`src/tcc_pkg.sv`:
```
// package: register map, field layouts and constants of the capture timer
package tcc_pkg;

  // ---------------------------------------------------------------
  // bus and structure sizes
  // ---------------------------------------------------------------
  localparam int ADDR_W      = 8;
  localparam int DATA_W      = 8;
  localparam int CNT_W       = 16;
  localparam int N_CAP       = 4;
  localparam int N_CMP       = 3;
  localparam int SYS_DIV_DEF = 12;   // machine rate is clock / 12

  // ---------------------------------------------------------------
  // register offsets
  // ---------------------------------------------------------------
  localparam logic [7:0] OFS_FLAGS    = 8'hC8;
  localparam logic [7:0] OFS_CTRL     = 8'hEA;
  localparam logic [7:0] OFS_EDGE     = 8'hEB;
  localparam logic [7:0] OFS_SETEN    = 8'hEE;
  localparam logic [7:0] OFS_CLRTOG   = 8'hEF;
  localparam logic [7:0] OFS_PORT     = 8'hC0;
  localparam logic [7:0] OFS_CNT_LO   = 8'hD0;
  localparam logic [7:0] OFS_CNT_HI   = 8'hD1;
  localparam logic [7:0] OFS_CAP_BASE = 8'hD2; // lo at base+2n, hi +1
  localparam logic [7:0] OFS_CMP_BASE = 8'hDA; // lo at base+2n, hi +1

  // ---------------------------------------------------------------
  // reset values and masks
  // ---------------------------------------------------------------
  localparam logic [7:0]  REG_RST     = 8'h00;
  localparam logic [15:0] WORD_RST    = 16'h0000;
  localparam logic [15:0] WORD_ONE    = 16'h0001;
  localparam logic [15:0] WORD_MAX    = 16'hFFFF;
  localparam logic [7:0]  BYTE_MAX    = 8'hFF;
  localparam logic [7:0]  SETCLR_MASK = 8'h3F;  // port bits 5..0
  localparam logic [7:0]  TOG_MASK    = 8'hC0;  // port bits 7..6
  localparam logic [2:0]  PSC_RST     = 3'h0;
  localparam logic [2:0]  PSC_ONE     = 3'h1;
  localparam int          TOG_LO_BIT  = 6;
  localparam int          TOG_HI_BIT  = 7;

  // ---------------------------------------------------------------
  // clock source and prescaler codes
  // ---------------------------------------------------------------
  localparam logic [1:0] SRC_OFF  = 2'h0;
  localparam logic [1:0] SRC_SYS  = 2'h1;
  localparam logic [1:0] SRC_TEST = 2'h2;
  localparam logic [1:0] SRC_PIN  = 2'h3;
  localparam logic [1:0] PSC_D1   = 2'h0;
  localparam logic [1:0] PSC_D2   = 2'h1;
  localparam logic [1:0] PSC_D4   = 2'h2;
  localparam logic [1:0] PSC_D8   = 2'h3;

  // control register, bit 7 first
  typedef struct packed {
    logic       word_overflow_irq_select;
    logic       byte_overflow_irq_select;
    logic       ext_reset_enable;
    logic       byte_overflow_flag;
    logic [1:0] prescale_sel;
    logic [1:0] source_sel;
  } tcc_ctrl_t;

  // event flag register, bit 7 first
  typedef struct packed {
    logic       word_overflow_flag;
    logic [2:0] cmp_flags;   // c, b, a
    logic [3:0] cap_flags;   // d, c, b, a
  } tcc_flags_t;

endpackage

```
`src/tcc_top.sv`:
```
// capture/compare timer: counter, prescaler, captures, compares, port
//
// Design decision made here: the address-and-strobe port.
`timescale 1ns/10ps
module tcc_top
  import tcc_pkg::*;
#(
  parameter int SYS_DIV = SYS_DIV_DEF
) (
  input  wire logic              core_clk_i,
  input  wire logic              reset_n_i,
  input  wire logic [ADDR_W-1:0] addr_i,
  input  wire logic [DATA_W-1:0] wr_data_i,
  input  wire logic              wr_en_i,
  input  wire logic              rd_en_i,
  input  wire logic [N_CAP-1:0]  capture_in_i,
  input  wire logic              ext_clk_i,
  input  wire logic              ext_timer_reset_pin_i,
  input  wire logic              low_power_i,
  output logic      [DATA_W-1:0] rd_data_o,
  output logic      [DATA_W-1:0] port_o,
  output logic                   ovf_irq_o
);

  // ---------------------------------------------------------------
  // elaboration checks and helpers
  // ---------------------------------------------------------------
  if (SYS_DIV < 2 || SYS_DIV > 256) begin : g_bad_div
    $error("SYS_DIV must lie between 2 and 256");
  end

  localparam logic [7:0] SYS_LAST = 8'(SYS_DIV - 1);

  // terminal prescaler count for a divide code
  function automatic logic [2:0] div_last(input logic [1:0] sel);
    logic [2:0] r;
    r = PSC_RST;
    unique case (sel)
      PSC_D1: r = 3'h0;
      PSC_D2: r = 3'h1;
      PSC_D4: r = 3'h3;
      PSC_D8: r = 3'h7;
    endcase
    return r;
  endfunction

  // address decode shared by reads and writes
  function automatic logic hit(input logic [7:0] a, input logic [7:0] o);
    return a == o;
  endfunction

  // ---------------------------------------------------------------
  // state
  // ---------------------------------------------------------------
  tcc_ctrl_t   ctl_r;
  tcc_flags_t  flags_r;
  logic [7:0]  edge_r;
  logic [7:0]  seten_r;
  logic [7:0]  clrtog_r;
  logic [7:0]  port_r;
  logic [7:0]  port_nxt;
  logic [7:0]  seten_nxt;
  logic [7:0]  rd_nxt;
  logic [15:0] cnt_r;
  logic [2:0]  psc_r;
  logic [7:0]  sysdiv_r;
  logic        ext_clk_q;
  logic        ext_rst_q;
  logic [N_CAP-1:0] cap_q;
  logic [N_CAP-1:0] cap_evt;
  logic [N_CMP-1:0] eq_now;
  logic [N_CMP-1:0] eq_q;
  logic [N_CMP-1:0] cmp_evt;
  logic [15:0] cap_r [N_CAP];
  logic [15:0] cmp_r [N_CMP];
  logic        irq_r;
  logic        sys_tick;
  logic        src_edge;
  logic        psc_clr;
  logic        cnt_tick;
  logic        ext_rst_evt;
  logic        cfg_change;
  logic        byte_ovf;
  logic        word_ovf;
  logic        wr_ctl;
  logic        wr_flags;
  logic        wr_port;
  logic        wr_seten;

  assign wr_ctl   = wr_en_i && hit(addr_i, OFS_CTRL);
  assign wr_flags = wr_en_i && hit(addr_i, OFS_FLAGS);
  assign wr_port  = wr_en_i && hit(addr_i, OFS_PORT);
  assign wr_seten = wr_en_i && hit(addr_i, OFS_SETEN);

  // ---------------------------------------------------------------
  // clock source and prescaler
  // ---------------------------------------------------------------
  // machine-rate enable divider
  always_ff @(posedge core_clk_i or negedge reset_n_i) begin
    if (!reset_n_i) begin
      sysdiv_r <= REG_RST;
    end else if (sysdiv_r == SYS_LAST) begin
      sysdiv_r <= REG_RST;
    end else begin
      sysdiv_r <= sysdiv_r + 8'h01;
    end
  end

  assign sys_tick = (sysdiv_r == SYS_LAST);

  // pin history for edge detection
  always_ff @(posedge core_clk_i or negedge reset_n_i) begin
    if (!reset_n_i) begin
      ext_clk_q <= 1'b0;
      ext_rst_q <= 1'b0;
      cap_q     <= '0;
    end else begin
      ext_clk_q <= ext_clk_i;
      ext_rst_q <= ext_timer_reset_pin_i;
      cap_q     <= capture_in_i;
    end
  end

  always_comb begin
    unique case (ctl_r.source_sel)
      SRC_SYS: src_edge = sys_tick;
      SRC_PIN: src_edge = ext_clk_i && !ext_clk_q; // pin held slow enough
      default: src_edge = 1'b0;                    // off and test mode
    endcase
  end

  assign ext_rst_evt = ctl_r.ext_reset_enable &&
                       ext_timer_reset_pin_i && !ext_rst_q;
  assign cfg_change  = wr_ctl && (wr_data_i[3:0] != ctl_r[3:0]);
  assign psc_clr     = low_power_i || ext_rst_evt || cfg_change;
  // counter step when prescaler reaches its terminal count
  assign cnt_tick    = src_edge && !psc_clr &&
                       (psc_r == div_last(ctl_r.prescale_sel));

  always_ff @(posedge core_clk_i or negedge reset_n_i) begin
    if (!reset_n_i) begin
      psc_r <= PSC_RST;
    end else if (psc_clr || cnt_tick) begin
      psc_r <= PSC_RST;
    end else if (src_edge) begin
      psc_r <= psc_r + PSC_ONE;
    end
  end

  // ---------------------------------------------------------------
  // counter and overflow
  // ---------------------------------------------------------------
  // low power holds cleared; pin reset
  always_ff @(posedge core_clk_i or negedge reset_n_i) begin
    if (!reset_n_i) begin
      cnt_r <= WORD_RST;
    end else if (low_power_i || ext_rst_evt) begin
      cnt_r <= WORD_RST;
    end else if (cnt_tick) begin
      cnt_r <= cnt_r + WORD_ONE;
    end
  end

  assign byte_ovf = cnt_tick && (cnt_r[7:0] == BYTE_MAX);
  assign word_ovf = cnt_tick && (cnt_r == WORD_MAX);

  // ---------------------------------------------------------------
  // capture
  // ---------------------------------------------------------------
  // per-input edge qualification
  for (genvar i = 0; i < N_CAP; i++) begin : g_cap
    assign cap_evt[i] = (capture_in_i[i] && !cap_q[i] && edge_r[2*i]) ||
                        (!capture_in_i[i] && cap_q[i] && edge_r[2*i+1]);
  end

  always_ff @(posedge core_clk_i or negedge reset_n_i) begin
    if (!reset_n_i) begin
      for (int i = 0; i < N_CAP; i++) begin
        cap_r[i] <= WORD_RST;
      end
    end else begin
      for (int i = 0; i < N_CAP; i++) begin
        if (cap_evt[i]) begin
          cap_r[i] <= cnt_r;
        end
      end
    end
  end

  // ---------------------------------------------------------------
  // compare
  // ---------------------------------------------------------------
  // continuous equality; act only on first equal cycle
  for (genvar j = 0; j < N_CMP; j++) begin : g_cmp
    assign eq_now[j]  = (cnt_r == cmp_r[j]);
    assign cmp_evt[j] = eq_now[j] && !eq_q[j];
  end

  always_ff @(posedge core_clk_i or negedge reset_n_i) begin
    if (!reset_n_i) begin
      eq_q <= '1;
    end else begin
      eq_q <= eq_now;
    end
  end

  // compare registers cleared by reset, byte-wise writes
  always_ff @(posedge core_clk_i or negedge reset_n_i) begin
    if (!reset_n_i) begin
      for (int j = 0; j < N_CMP; j++) begin
        cmp_r[j] <= WORD_RST;
      end
    end else if (wr_en_i) begin
      for (int j = 0; j < N_CMP; j++) begin
        if (hit(addr_i, OFS_CMP_BASE + 8'(2*j))) begin
          cmp_r[j][7:0] <= wr_data_i;
        end
        if (hit(addr_i, OFS_CMP_BASE + 8'(2*j+1))) begin
          cmp_r[j][15:8] <= wr_data_i;
        end
      end
    end
  end

  // ---------------------------------------------------------------
  // output port
  // ---------------------------------------------------------------
  always_comb begin
    // software write first, match actions applied on top
    port_nxt = wr_port ? wr_data_i : port_r;
    if (cmp_evt[0]) begin
      port_nxt = port_nxt | (seten_r & SETCLR_MASK);
    end
    // clear on second compare; applied after set so clear wins
    if (cmp_evt[1]) begin
      port_nxt = port_nxt & ~(clrtog_r & SETCLR_MASK);
    end
    // toggle bits 7:6; direction picks level; enables
    if (cmp_evt[2]) begin
      for (int b = TOG_LO_BIT; b <= TOG_HI_BIT; b++) begin
        if (clrtog_r[b]) begin
          port_nxt[b] = !seten_r[b];
        end
      end
    end
  end

  // direction flips after each performed toggle
  always_comb begin
    seten_nxt = wr_seten ? wr_data_i : seten_r;
    if (cmp_evt[2]) begin
      seten_nxt = seten_nxt ^ (clrtog_r & TOG_MASK);
    end
  end

  always_ff @(posedge core_clk_i or negedge reset_n_i) begin
    if (!reset_n_i) begin
      port_r  <= REG_RST;
      seten_r <= REG_RST;
    end else begin
      port_r  <= port_nxt;
      seten_r <= seten_nxt;
    end
  end

  // ---------------------------------------------------------------
  // software registers and flags
  // ---------------------------------------------------------------
  // plain configuration registers
  always_ff @(posedge core_clk_i or negedge reset_n_i) begin
    if (!reset_n_i) begin
      edge_r   <= REG_RST;
      clrtog_r <= REG_RST;
    end else if (wr_en_i) begin
      if (hit(addr_i, OFS_EDGE)) begin
        edge_r <= wr_data_i;
      end
      if (hit(addr_i, OFS_CLRTOG)) begin
        clrtog_r <= wr_data_i;
      end
    end
  end

  // control fields; byte overflow flag, set wins over write
  always_ff @(posedge core_clk_i or negedge reset_n_i) begin
    if (!reset_n_i) begin
      ctl_r <= REG_RST;
    end else begin
      if (wr_ctl) begin
        ctl_r <= wr_data_i;
      end
      if (byte_ovf) begin
        ctl_r.byte_overflow_flag <= 1'b1;
      end
    end
  end

  // flag layout; only software clears, hardware set wins
  always_ff @(posedge core_clk_i or negedge reset_n_i) begin
    if (!reset_n_i) begin
      flags_r <= REG_RST;
    end else begin
      flags_r <= (wr_flags ? tcc_flags_t'(wr_data_i) : flags_r) |
                 tcc_flags_t'({word_ovf, cmp_evt, cap_evt});
    end
  end

  always_ff @(posedge core_clk_i or negedge reset_n_i) begin
    if (!reset_n_i) begin
      irq_r <= 1'b0;
    end else begin
      irq_r <= (ctl_r.byte_overflow_irq_select &&
                ctl_r.byte_overflow_flag) ||
               (ctl_r.word_overflow_irq_select &&
                flags_r.word_overflow_flag);
    end
  end

  always_comb begin
    rd_nxt = REG_RST;
    if (hit(addr_i, OFS_FLAGS))  rd_nxt = flags_r;
    if (hit(addr_i, OFS_CTRL))   rd_nxt = ctl_r;
    if (hit(addr_i, OFS_EDGE))   rd_nxt = edge_r;
    if (hit(addr_i, OFS_SETEN))  rd_nxt = seten_r;
    if (hit(addr_i, OFS_CLRTOG)) rd_nxt = clrtog_r;
    if (hit(addr_i, OFS_PORT))   rd_nxt = port_r;
    if (hit(addr_i, OFS_CNT_LO)) rd_nxt = cnt_r[7:0];
    if (hit(addr_i, OFS_CNT_HI)) rd_nxt = cnt_r[15:8];
    for (int i = 0; i < N_CAP; i++) begin
      if (hit(addr_i, OFS_CAP_BASE + 8'(2*i)))   rd_nxt = cap_r[i][7:0];
      if (hit(addr_i, OFS_CAP_BASE + 8'(2*i+1))) rd_nxt = cap_r[i][15:8];
    end
    for (int j = 0; j < N_CMP; j++) begin
      if (hit(addr_i, OFS_CMP_BASE + 8'(2*j)))   rd_nxt = cmp_r[j][7:0];
      if (hit(addr_i, OFS_CMP_BASE + 8'(2*j+1))) rd_nxt = cmp_r[j][15:8];
    end
  end

  // read data valid only in the cycle after the strobe
  always_ff @(posedge core_clk_i or negedge reset_n_i) begin
    if (!reset_n_i) begin
      rd_data_o <= REG_RST;
    end else begin
      rd_data_o <= rd_en_i ? rd_nxt : REG_RST;
    end
  end

  assign port_o    = port_r;
  assign ovf_irq_o = irq_r;
endmodule

```
`config.mk`:
```
export PLATFORM = sky130hd
export DESIGN_NAME = tcc_top
export DESIGN_NICKNAME = d
export VERILOG_FILES = /design/src/tcc_pkg.sv /design/src/tcc_top.sv
export SDC_FILE = /design/constraint.sdc
export NUM_CORES = 1
export LEC_CHECK = 0
export BUFFER_PORTS_ARGS = -buffer_cell sky130_fd_sc_hd__buf_2
export CAP_MARGIN = 20
export CORE_ASPECT_RATIO = 1.2
export CORE_MARGIN = 4
export CORE_UTILIZATION = 51
export CTS_CLUSTER_SIZE = 20
export DETAILED_ROUTE_END_ITERATION = 10
export PLACE_DENSITY = 0.71
export SYNTH_ARGS = -nofsm -noshare
export SYNTH_HDL_FRONTEND = slang
export SYNTH_SLANG_ARGS = --single-unit
```
`constraint.sdc`:
```
create_clock -name core_clk_i -period 2.26 [get_ports core_clk_i]
set_input_delay 0.113 -clock core_clk_i [delete_from_list [all_inputs] [get_ports core_clk_i]]
set_output_delay 0.113 -clock core_clk_i [all_outputs]
set_load 0.02 [all_outputs]
```
### Word level (Yosys, flattened, before mapping)

Cells that the tools add are included.

| word-level totals | value |
|---|---|
| bits in registers | 205 |
| latch bits | 0 |
| memory bits (writable) | 0 |
| memory bits (read-only) | 0 |
| input port bits | 27 |
| output and inout port bits | 17 |
| logic and storage cells | 185 |
| memories | 0 |

| cells by class | value |
|---|---|
| add/sub/neg operators | 3 |
| $mul | 0 |
| divide/modulo/power cells | 0 |
| order comparisons | 0 |
| equal/unequal tests | 35 |
| shifts and indexed selects | 0 |
| muxes and demuxes | 41 |
| bitwise gates (word level) | 5 |
| reductions and logical operators | 69 |

Operators by type and width:

| operator | number |
|---|---|
| 8-bit two-way mux | 30 |
| 8-bit == test, second input constant | 23 |
| 16-bit == test | 3 |
| 1-bit logical AND | 33 |
| 16-bit two-way mux | 2 |
| 16-bit by 1-bit adder with 16-bit output, second input constant | 1 |
| 16-bit == test, second input constant | 1 |
| 1-bit logical NOT | 16 |
| 2-bit AND reduction | 8 |
| 3-bit case mux with 4 select lines | 1 |
| 8-bit by 1-bit adder with 8-bit output, second input constant | 1 |
| 8-bit AND | 1 |
| 8-bit by 4-bit == test with 1-bit output, second input constant | 1 |
| 1-bit logical OR | 8 |
| 6-bit inverter with 8-bit output | 1 |
| 8-bit by 6-bit OR with 8-bit output | 1 |
| 8-bit OR | 1 |
| 8-bit XOR | 1 |
| 2-bit == test, second input constant | 3 |
| 3-bit two-way mux | 2 |
| 2-bit nonzero test | 3 |
| 5-bit two-way mux | 1 |
| 2-bit by 1-bit == test with 1-bit output, second input constant | 2 |
| 4-bit inequality test | 1 |
| other kinds (6) | 8 |

### Depth between registers and ports, before layout

Gate-level depths: netlist (run 1).

| depth | value |
|---|---|
| word-level depth | 24 |
| gate-level depth with buffers | 9 |
| gate-level depth less buffers | 7 |

### Worst setup path after synthesis (run 1)

No wires, ideal clock.

| path | value |
|---|---|
| path kind | register to register |
| from | register sysdiv_r[5] |
| to | register cnt_r[6] |
| setup time | 0.129 ns |
| arrival | 2.114 ns |
| data required time | 2.131 ns |
| setup slack | 0.016 ns |
| cell stages (with the launch flop) | 7 |
| buffers on the path | 0 |
| period minus slack after synthesis | 2.244 ns |
| cells stage by stage | dfrtp_1 > or4_4 > o31ai_4 > o2111ai_4 > or3_2 > xnor2_1 > nor2_1 |

| on the way | value |
|---|---|
| word-level cells in the longest chain between the ends | 5 |

RTL lines:

| element | RTL line | RTL |
|---|---|---|
| start, declared | tcc_top.sv:66 | `logic [7:0] sysdiv_r;` |
| start signal, assigned | tcc_top.sv:105 | `sysdiv_r <= sysdiv_r + 8'h01;` |
| 8-bit by 4-bit == test with 1-bit output | tcc_top.sv:109 | `assign sys_tick = (sysdiv_r == SYS_LAST);` |
| 1-bit case mux with 2 select lines | tcc_top.sv:125 | `unique case (ctl_r.source_sel)` |
| 1-bit logical AND (2 in series) | tcc_top.sv:137 | `assign cnt_tick = src_edge && !psc_clr &&` |
| 2-bit nonzero test (no source line) | n/a |  |
| end signal, assigned | tcc_top.sv:160 | `cnt_r <= cnt_r + WORD_ONE;` |
| end, declared | tcc_top.sv:64 | `logic [15:0] cnt_r;` |

No other way between the ends.
A chain may end at the register's enable or synchronous reset.

### Worst setup path in the final report (run 1)

| path | value |
|---|---|
| from | register sysdiv_r[5] |
| to | register cnt_r[12] |

Same word-level chain as after synthesis.

==> run_results.csv, run 1 <==
group,metric,value,unit
finish,drive_above_1_share,32.66,%
sta,setup_viol,0,
detailed_routing,remaining_drc_errors,0,
sta,final.min_clock_period,2249,ps
sta,fin_tns_setup,0,ps
min_path,hold_path_depth,5,
detailed_routing,drt-total-wl,35.84,mm
sta,fin_crit_sh,99.51,%
min_path,hold_class,"input port to register",
finish,antenna_cells,0,
finish,largest-register,"cap_r",
grt,grt_overflow,0,
yosys,synth-simple-area-share,12.05,%
setup_path,crit_fanout,15,
clock_network,cts_made_buffers,22,
sta,hold_ws,28.58,ps
detailed_routing,vias,8942,
yosys,netlist_instances,1000,
sta,slew_headroom,56.42,%
yosys,synth-edff-count,0,
yosys,ys_seq_elements,205,
sta,worst_slack,11.04,ps
clock_network,htreeDepth,1,
setup_path,cp-start-kind,"register",
yosys,ys_types,77,
sta,rsz0062_at_grt,"yes",
pwr,powerDensity,677.6,mW/mm^2
finish,num-fill-cells,1713,
finish,fin_nets,1152,
floorplanning,start_util,51.87,%
sta,clock.fmax,444.7,MHz
clock_network,clk_path_buf_depth,3,
finish,layout_common_cells,"dfrtp_1, mux2_2, buf_4, xnor2_1, nand2_1",
clock_network,insertion_delay,520,ps
sta,report.final.slew_viol_count,0,
detailed_routing,drt_pass1_iterations,6,
setup_path,critPathCaptureType,"register",
floorplanning,rows,58,
yosys,synth_xor_area_share,6.039,%
yosys,synth_top_area_share,46.47,%
grt,grt_pass1_vias,9256,
clock_network,ctsRootBufferMaster,"clkbuf_16",
floorplanning,coreArea,0.02097,sq mm
floorplanning,die_h,168.0,microns
sta,worst_pin_slew,648.7,ps
finish,final_common_cell,"dfrtp_1",
yosys,async_flop_share,100.0,%
grt,grt_max_degree,69,
floorplanning,io_pins,44,
yosys,avgSynthCellArea,10.88,sq um
yosys,ys.flop_type,"dfrtp_1",
yosys,synth-compound-area-share,12.58,%
placed_design,io_buffers,43,
finish,top_regs,"cap_r x64, cmp_r x48, cnt_r x16",
grt,grt_use_total,30.10,%
detailed_routing,drt_iter0_drc,994,
clock_network,cts_sinks,205,
yosys,syn_area,0.01088,sq mm
placed_design,pre_cts_ws,-100.1,ps
finish,synthToLayoutAreaGrowth,18.88,%
yosys,ys_warn_count,0,
yosys,synth.net_count,1030,
yosys,muxShareOfSynthArea,17.90,%
detailed_routing,routedWlPerCell,25.49,microns
setup_path,worstPathRequired,2640,ps
detailed_routing,ant_nets,0,
pwr,ir_drop,586.1,uV
setup_path,crit_type,"register to register",
yosys,yosys.area_share.adder,0.3451,%
clock_network,clk_pin_slew,60,ps
detailed_routing,viasPerCell,6.360,
yosys,ys_top_cells_by_area,"dfrtp_1, mux2_2, xnor2_1, mux2i_1, o21ai_0",
run_status,status,"completed",
yosys,synth_seq_area_share,47.19,%
placed_design,place.gp.congestion,1.011,
floorplanning,dieWidth,141.3,microns
sta,hold_viol,0,
pwr,p_leak,5.876,nW
yosys,synth_top_family_by_area,"multiplexers",
setup_path,r2r_cells,7,
grt,grt_pass1_wl,55.12,mm
job,maxCapViolCount,0,
finish,largest_reg_flops,64,
floorplanning,die-area,0.02374,sq mm
setup_path,worstPathArrival,2630,ps
clock_network,cts_tree,"yes",
grt,antenna_found_initial,0,
sta,finalClockSkew,20.23,ps
placed_design,dp_hpwl,25.94,mm
yosys,yosysTopAreaCell,"dfrtp_1",
==> worst max-delay path, cell delays in order (launching register included) <==
cell and delay (ps):
dfrtp_1 390, or4_4 560, o31ai_4 250, o2111ai_4 190, buf_12 200, nor4_2 270
xnor2_1 170, nor2_1 80
==> worst paths after layout <==
check / from / to / slack (ps)
setup / recovery: sysdiv_r[5] / cnt_r[12] / 10
hold / removal: low_power_i / cnt_r[15] / 30
setup reg to reg: sysdiv_r[5] / cnt_r[12] / 10
hold reg to reg: sysdiv_r[0] / sysdiv_r[0] / 480
max in group asynchronous: reset_n_i / eq_q[0] / 1310
min in group asynchronous: reset_n_i / seten_r[6] / 160
==> synthesized netlist by cell type, types with 8 or more instances <==
master	n
clkbuf_1	51
nor2_1	61
nor3_1	12
nor4_1	9
nor2b_1	12
a22oi_1	8
mux2_2	146
a211o_1	8
nand3b_1	9
xor2_1	8
xnor2_1	67
nand4_1	17
nand3_1	34
inv_1	15
a21oi_1	42
dfrtp_1	202
mux2i_1	28
o21ai_0	52
nand2_1	66
==> where the power goes <==
group / leakage (nW) / internal, mW / total (mW) / switching, mW
sequential: 2.73 / 3.87 / 4.04 / 0.169
clock: 0.351 / 2.14 / 3.62 / 1.48
combinational: 2.80 / 0.447 / 1.11 / 0.659
total: 5.88 / 6.46 / 8.76 / 2.30
==> final cells by class <==
class,instances,area (sq um),share of cell area (%)
Clock buffer,36,673.1,5.206
Clock inverter,2,46.29,0.3580
Inverter,16,60.06,0.4644
Multi-Input combinational cell,709,5396,41.73
Sequential cell,205,5137,39.73
Tap cell,270,337.8,2.612
Timing Repair Buffer,168,1280,9.898
==> metrics by stage <==
stage	instance area (sq um)	util, %	std cells	total power, mW
after floorplan	10880	-	1000	4.609
after global placement	12030	57.35	1357	5.139
after detailed placement	12040	57.42	1358	5.161
after CTS	12900	61.52	1405	8.778
after global routing	12930	61.66	1406	9.057
final	12930	61.66	1406	8.763
==> kinds of logic after synthesis <==
family,count (synthesis)
and+or+nand+nor,256
DFF,205
AOI/OAI and AO/OA,200
muxes,175
buffers and inverters,86
xor gates and xnor gates,75
adders and majority gates,3
==> routing by layer <==
metal,global-route usage (%),vias to the layer above,wire length [microns]
li1,-,3889,-
met1,38.38,4449,13710
met2,49.62,471,17130
met3,3.920,133,2588
met4,16.56,0,2412
met5,0,-,0
==> what timing repair did <==
action,in CTS,in global routing
buffers inserted,0,1
hold endpoints to repair,71,0
pin swaps,1,0
hold buffers,9,0
resized for setup,10,4
setup endpoints to repair,18,17
Power figures use the tool's default switching activity.
==> run 2: changes to the inputs <==
Settings changed: ABC_AREA set to 1, CELL_PAD_IN_SITES_DETAIL_PLACEMENT set to 1, CELL_PAD_IN_SITES_GLOBAL_PLACEMENT set to 2, CORE_UTILIZATION 51 to 34, PLACE_DENSITY 0.71 to 0.78.
==> run_results.csv, run 2 <==
group,metric,value,unit
finish,top_regs,"cap_r x64, cmp_r x48, cnt_r x16",
yosys,yosys.area_share.adder,0.3687,%
yosys,synth_xor_area_share,3.528,%
yosys,syn_area,0.01018,sq mm
setup_path,cp_slowest_stage_delay,380,ps
job,maxCapViolCount,0,
finish,final_util,43.48,%
yosys,synth_seq_area_share,50.43,%
floorplanning,coreArea,0.02961,sq mm
yosys,yosysTopAreaCell,"dfrtp_1",
grt,grt_max_degree,55,
yosys,synth-edff-count,0,
finish,fin_area,0.01287,sq mm
finish,drive_above_1_share,19.53,%
grt,grt_pass1_wl,60.73,mm
sta,final.min_clock_period,2216,ps
clock_network,cts_tree,"yes",
yosys,synth-simple-area-share,27.14,%
sta,setup_viol,0,
grt,grt_use_total,23.76,%
detailed_routing,routedWlPerCell,21.01,microns
yosys,netlist_instances,1284,
finish,fin_cells,1865,
setup_path,worstPathCellList,"nor2_1, nand2_1, nor4_4, buf_4, o211ai_1, inv_2, nand2_4, nor2_4, nand4_4, nor2_4, nand3_2, a21oi_2, o21a_1",
grt,grt_pass1_vias,9931,
setup_path,crit_slowest_cell,"dfrtp_1",
finish,largest_reg_flops,64,
yosys,ys_seq_elements,205,
detailed_routing,drt_pass1_iterations,5,
clock_network,insertion_delay,550,ps
yosys,synth_top_area_share,49.66,%
clock_network,cts_sinks,205,
clock_network,htreeDepth,1,
sta,worst_pin_slew,693.7,ps
sta,worst_slack,43.91,ps
setup_path,worstPathRequired,2750,ps
detailed_routing,drt-total-wl,39.19,mm
yosys,synth.net_count,1314,
pwr,ir_drop,564.4,uV
clock_network,clk_pin_slew,60,ps
finish,fin_nets,1487,
detailed_routing,remaining_drc_errors,0,
placed_design,io_buffers,43,
setup_path,cp-start-kind,"register",
sta,hold_ws,91.94,ps
setup_path,cp_common_cell,"nor2_4",
sta,fin_tns_setup,0,ps
yosys,synth-compound-area-share,12.48,%
yosys,muxShareOfSynthArea,0,%
sta,slew_headroom,53.58,%
floorplanning,die-area,0.03278,sq mm
sta,clock.fmax,451.2,MHz
clock_network,cts_made_buffers,24,
yosys,avgSynthCellArea,7.928,sq um
placed_design,place.gp.congestion,0.9378,
placed_design,dp_hpwl,29.61,mm
yosys,synth_top_family_by_area,"simple AND/OR/NAND/NOR gates",
floorplanning,dieWidth,166.0,microns
finish,final_common_cell,"nand2_1",
sta,rsz0062_at_grt,"yes",
yosys,ys.flop_type,"dfrtp_1",
floorplanning,io_pins,44,
setup_path,path_delay_family,"simple AND/OR/NAND/NOR gates",
yosys,ys_types,43,
yosys,yosysMostFrequentCell,"nand2_1",
setup_path,crit_fanout,3,
run_status,status,"completed",
pwr,p_leak,6.233,nW
grt,antenna_found_initial,0,
yosys,ys_warn_count,0,
yosys,synth_common_cells,"nand2_1, dfrtp_1, o21ai_0",
sta,fin_crit_sh,98.06,%
clock_network,ctsRootBufferMaster,"clkbuf_16",
placed_design,pre_cts_ws,-143.0,ps
yosys,ys_top_cells_by_area,"dfrtp_1, nand2_1, o21ai_0, nor2_1, inv_1",
setup_path,critPathCaptureType,"register",
min_path,hold_class,"input port to register",
setup_path,crit_type,"register to register",
placed_design,dpl.cell_count,1793,
setup_path,path_buf_inv,2,
yosys,async_flop_share,100.0,%
sta,hold_viol,0,
pwr,powerDensity,729.7,mW/mm^2
placed_design,post_dp_cell_area,0.01168,sq mm
detailed_routing,ant_nets,0,
detailed_routing,drt_iter0_drc,607,
sta,finalClockSkew,33.81,ps
pwr,power,9.395,mW
detailed_routing,viasPerCell,5.147,
sta,report.final.slew_viol_count,0,
floorplanning,rows,69,
finish,largest-register,"cap_r",
setup_path,worstPathArrival,2700,ps
finish,antenna_cells,0,
floorplanning,start_util,34.38,%
grt,grt_overflow,0,
finish,layout_common_cells,"nand2_1, dfrtp_1, o21ai_0, buf_4, nor2_1",
finish,synthToLayoutAreaGrowth,26.47,%
detailed_routing,vias,9599,
clock_network,clk_path_buf_depth,3,
floorplanning,die_h,197.5,microns
[run 2: cell count changes after synthesis, sizes merged, moves of 14 or more]
| cell | before | now |
|---|---|---|
| nor2 | 61 | 129 |
| o21ai | 55 | 166 |
| mux2i | 28 | 0 |
| xor2 | 8 | 22 |
| xnor2 | 67 | 19 |
| nand3 | 34 | 50 |
| nand4 | 18 | 35 |
| clkbuf | 57 | 41 |
| nand2 | 66 | 382 |
| mux2 | 146 | 0 |
| inv | 15 | 114 |
[run 2: area by class of cell]
cell class / instances / area (sq um)
timing repair buffer: 193 / 1431
fill: 3533 / 16740
clock inverter: 13 / 157.7
clock buffer: 31 / 666.9
inverter: 116 / 437.9
sequential: 205 / 5137
multi-input combinational: 917 / 4556
tap: 390 / 488.0
[run 2: worst register-to-register path, cell delays in order, from the launching register on]
cell,delay [ps]
dfrtp_1,380
nor2_1,120
nand2_1,100
nor4_4,210
buf_4,180
o211ai_1,120
inv_2,110
nand2_4,80
nor2_4,150
nand4_4,140
nor2_4,180
nand3_2,110
a21oi_2,140
o21a_1,130
[run 2: logic make-up after synthesis]
kind of cell,count (synthesis)
buf+inv,162
xor+xnor,41
compound gates,237
flops,205
fa+ha+maj,3
simple gates,636
[run 2: timing repair]
action / in CTS / in global routing
resized for setup: 3 / 27
buffers inserted: 8 / 6
gates cloned: 0 / 0
setup endpoints to repair: 4 / 27
pin swaps: 4 / 8
hold buffers: 14 / 0
hold endpoints to repair: 220 / 0
[run 2: path summary, 6_finish.rpt]
kind,from,to,slack [ps],cells past startpoint
setup reg to reg,sysdiv_r[6],cnt_r[15],40,13
min in group asynchronous,reset_n_i,cap_q[0],120,2
max in group asynchronous,reset_n_i,cmp_r[38],1410,3
setup / recovery,sysdiv_r[6],cnt_r[15],40,13
hold reg to reg,cap_r[56],cap_r[56],490,2
hold / removal,wr_data_i[1],edge_r[1],90,3
[run 2: where the power goes]
group	internal, mW	total (mW)	leakage, nW	switching (mW)
clock network	2.43	4.12	0.409	1.68
logic	0.410	1.08	3.19	0.666
registers	3.94	4.20	2.64	0.259
total	6.79	9.39	6.23	2.61
[run 2: metal layers]
| layer | part of all wire (%) | vias up | global-route usage [%] |
|---|---|---|---|
| li1 | - | 4517 | - |
| met1 | 45 | 4770 | 31.49 |
| met2 | 46 | 224 | 39.27 |
| met3 | 4.6 | 88 | 3.463 |
| met4 | 4.4 | 0 | 9.872 |
| met5 | 0 | - | 0 |
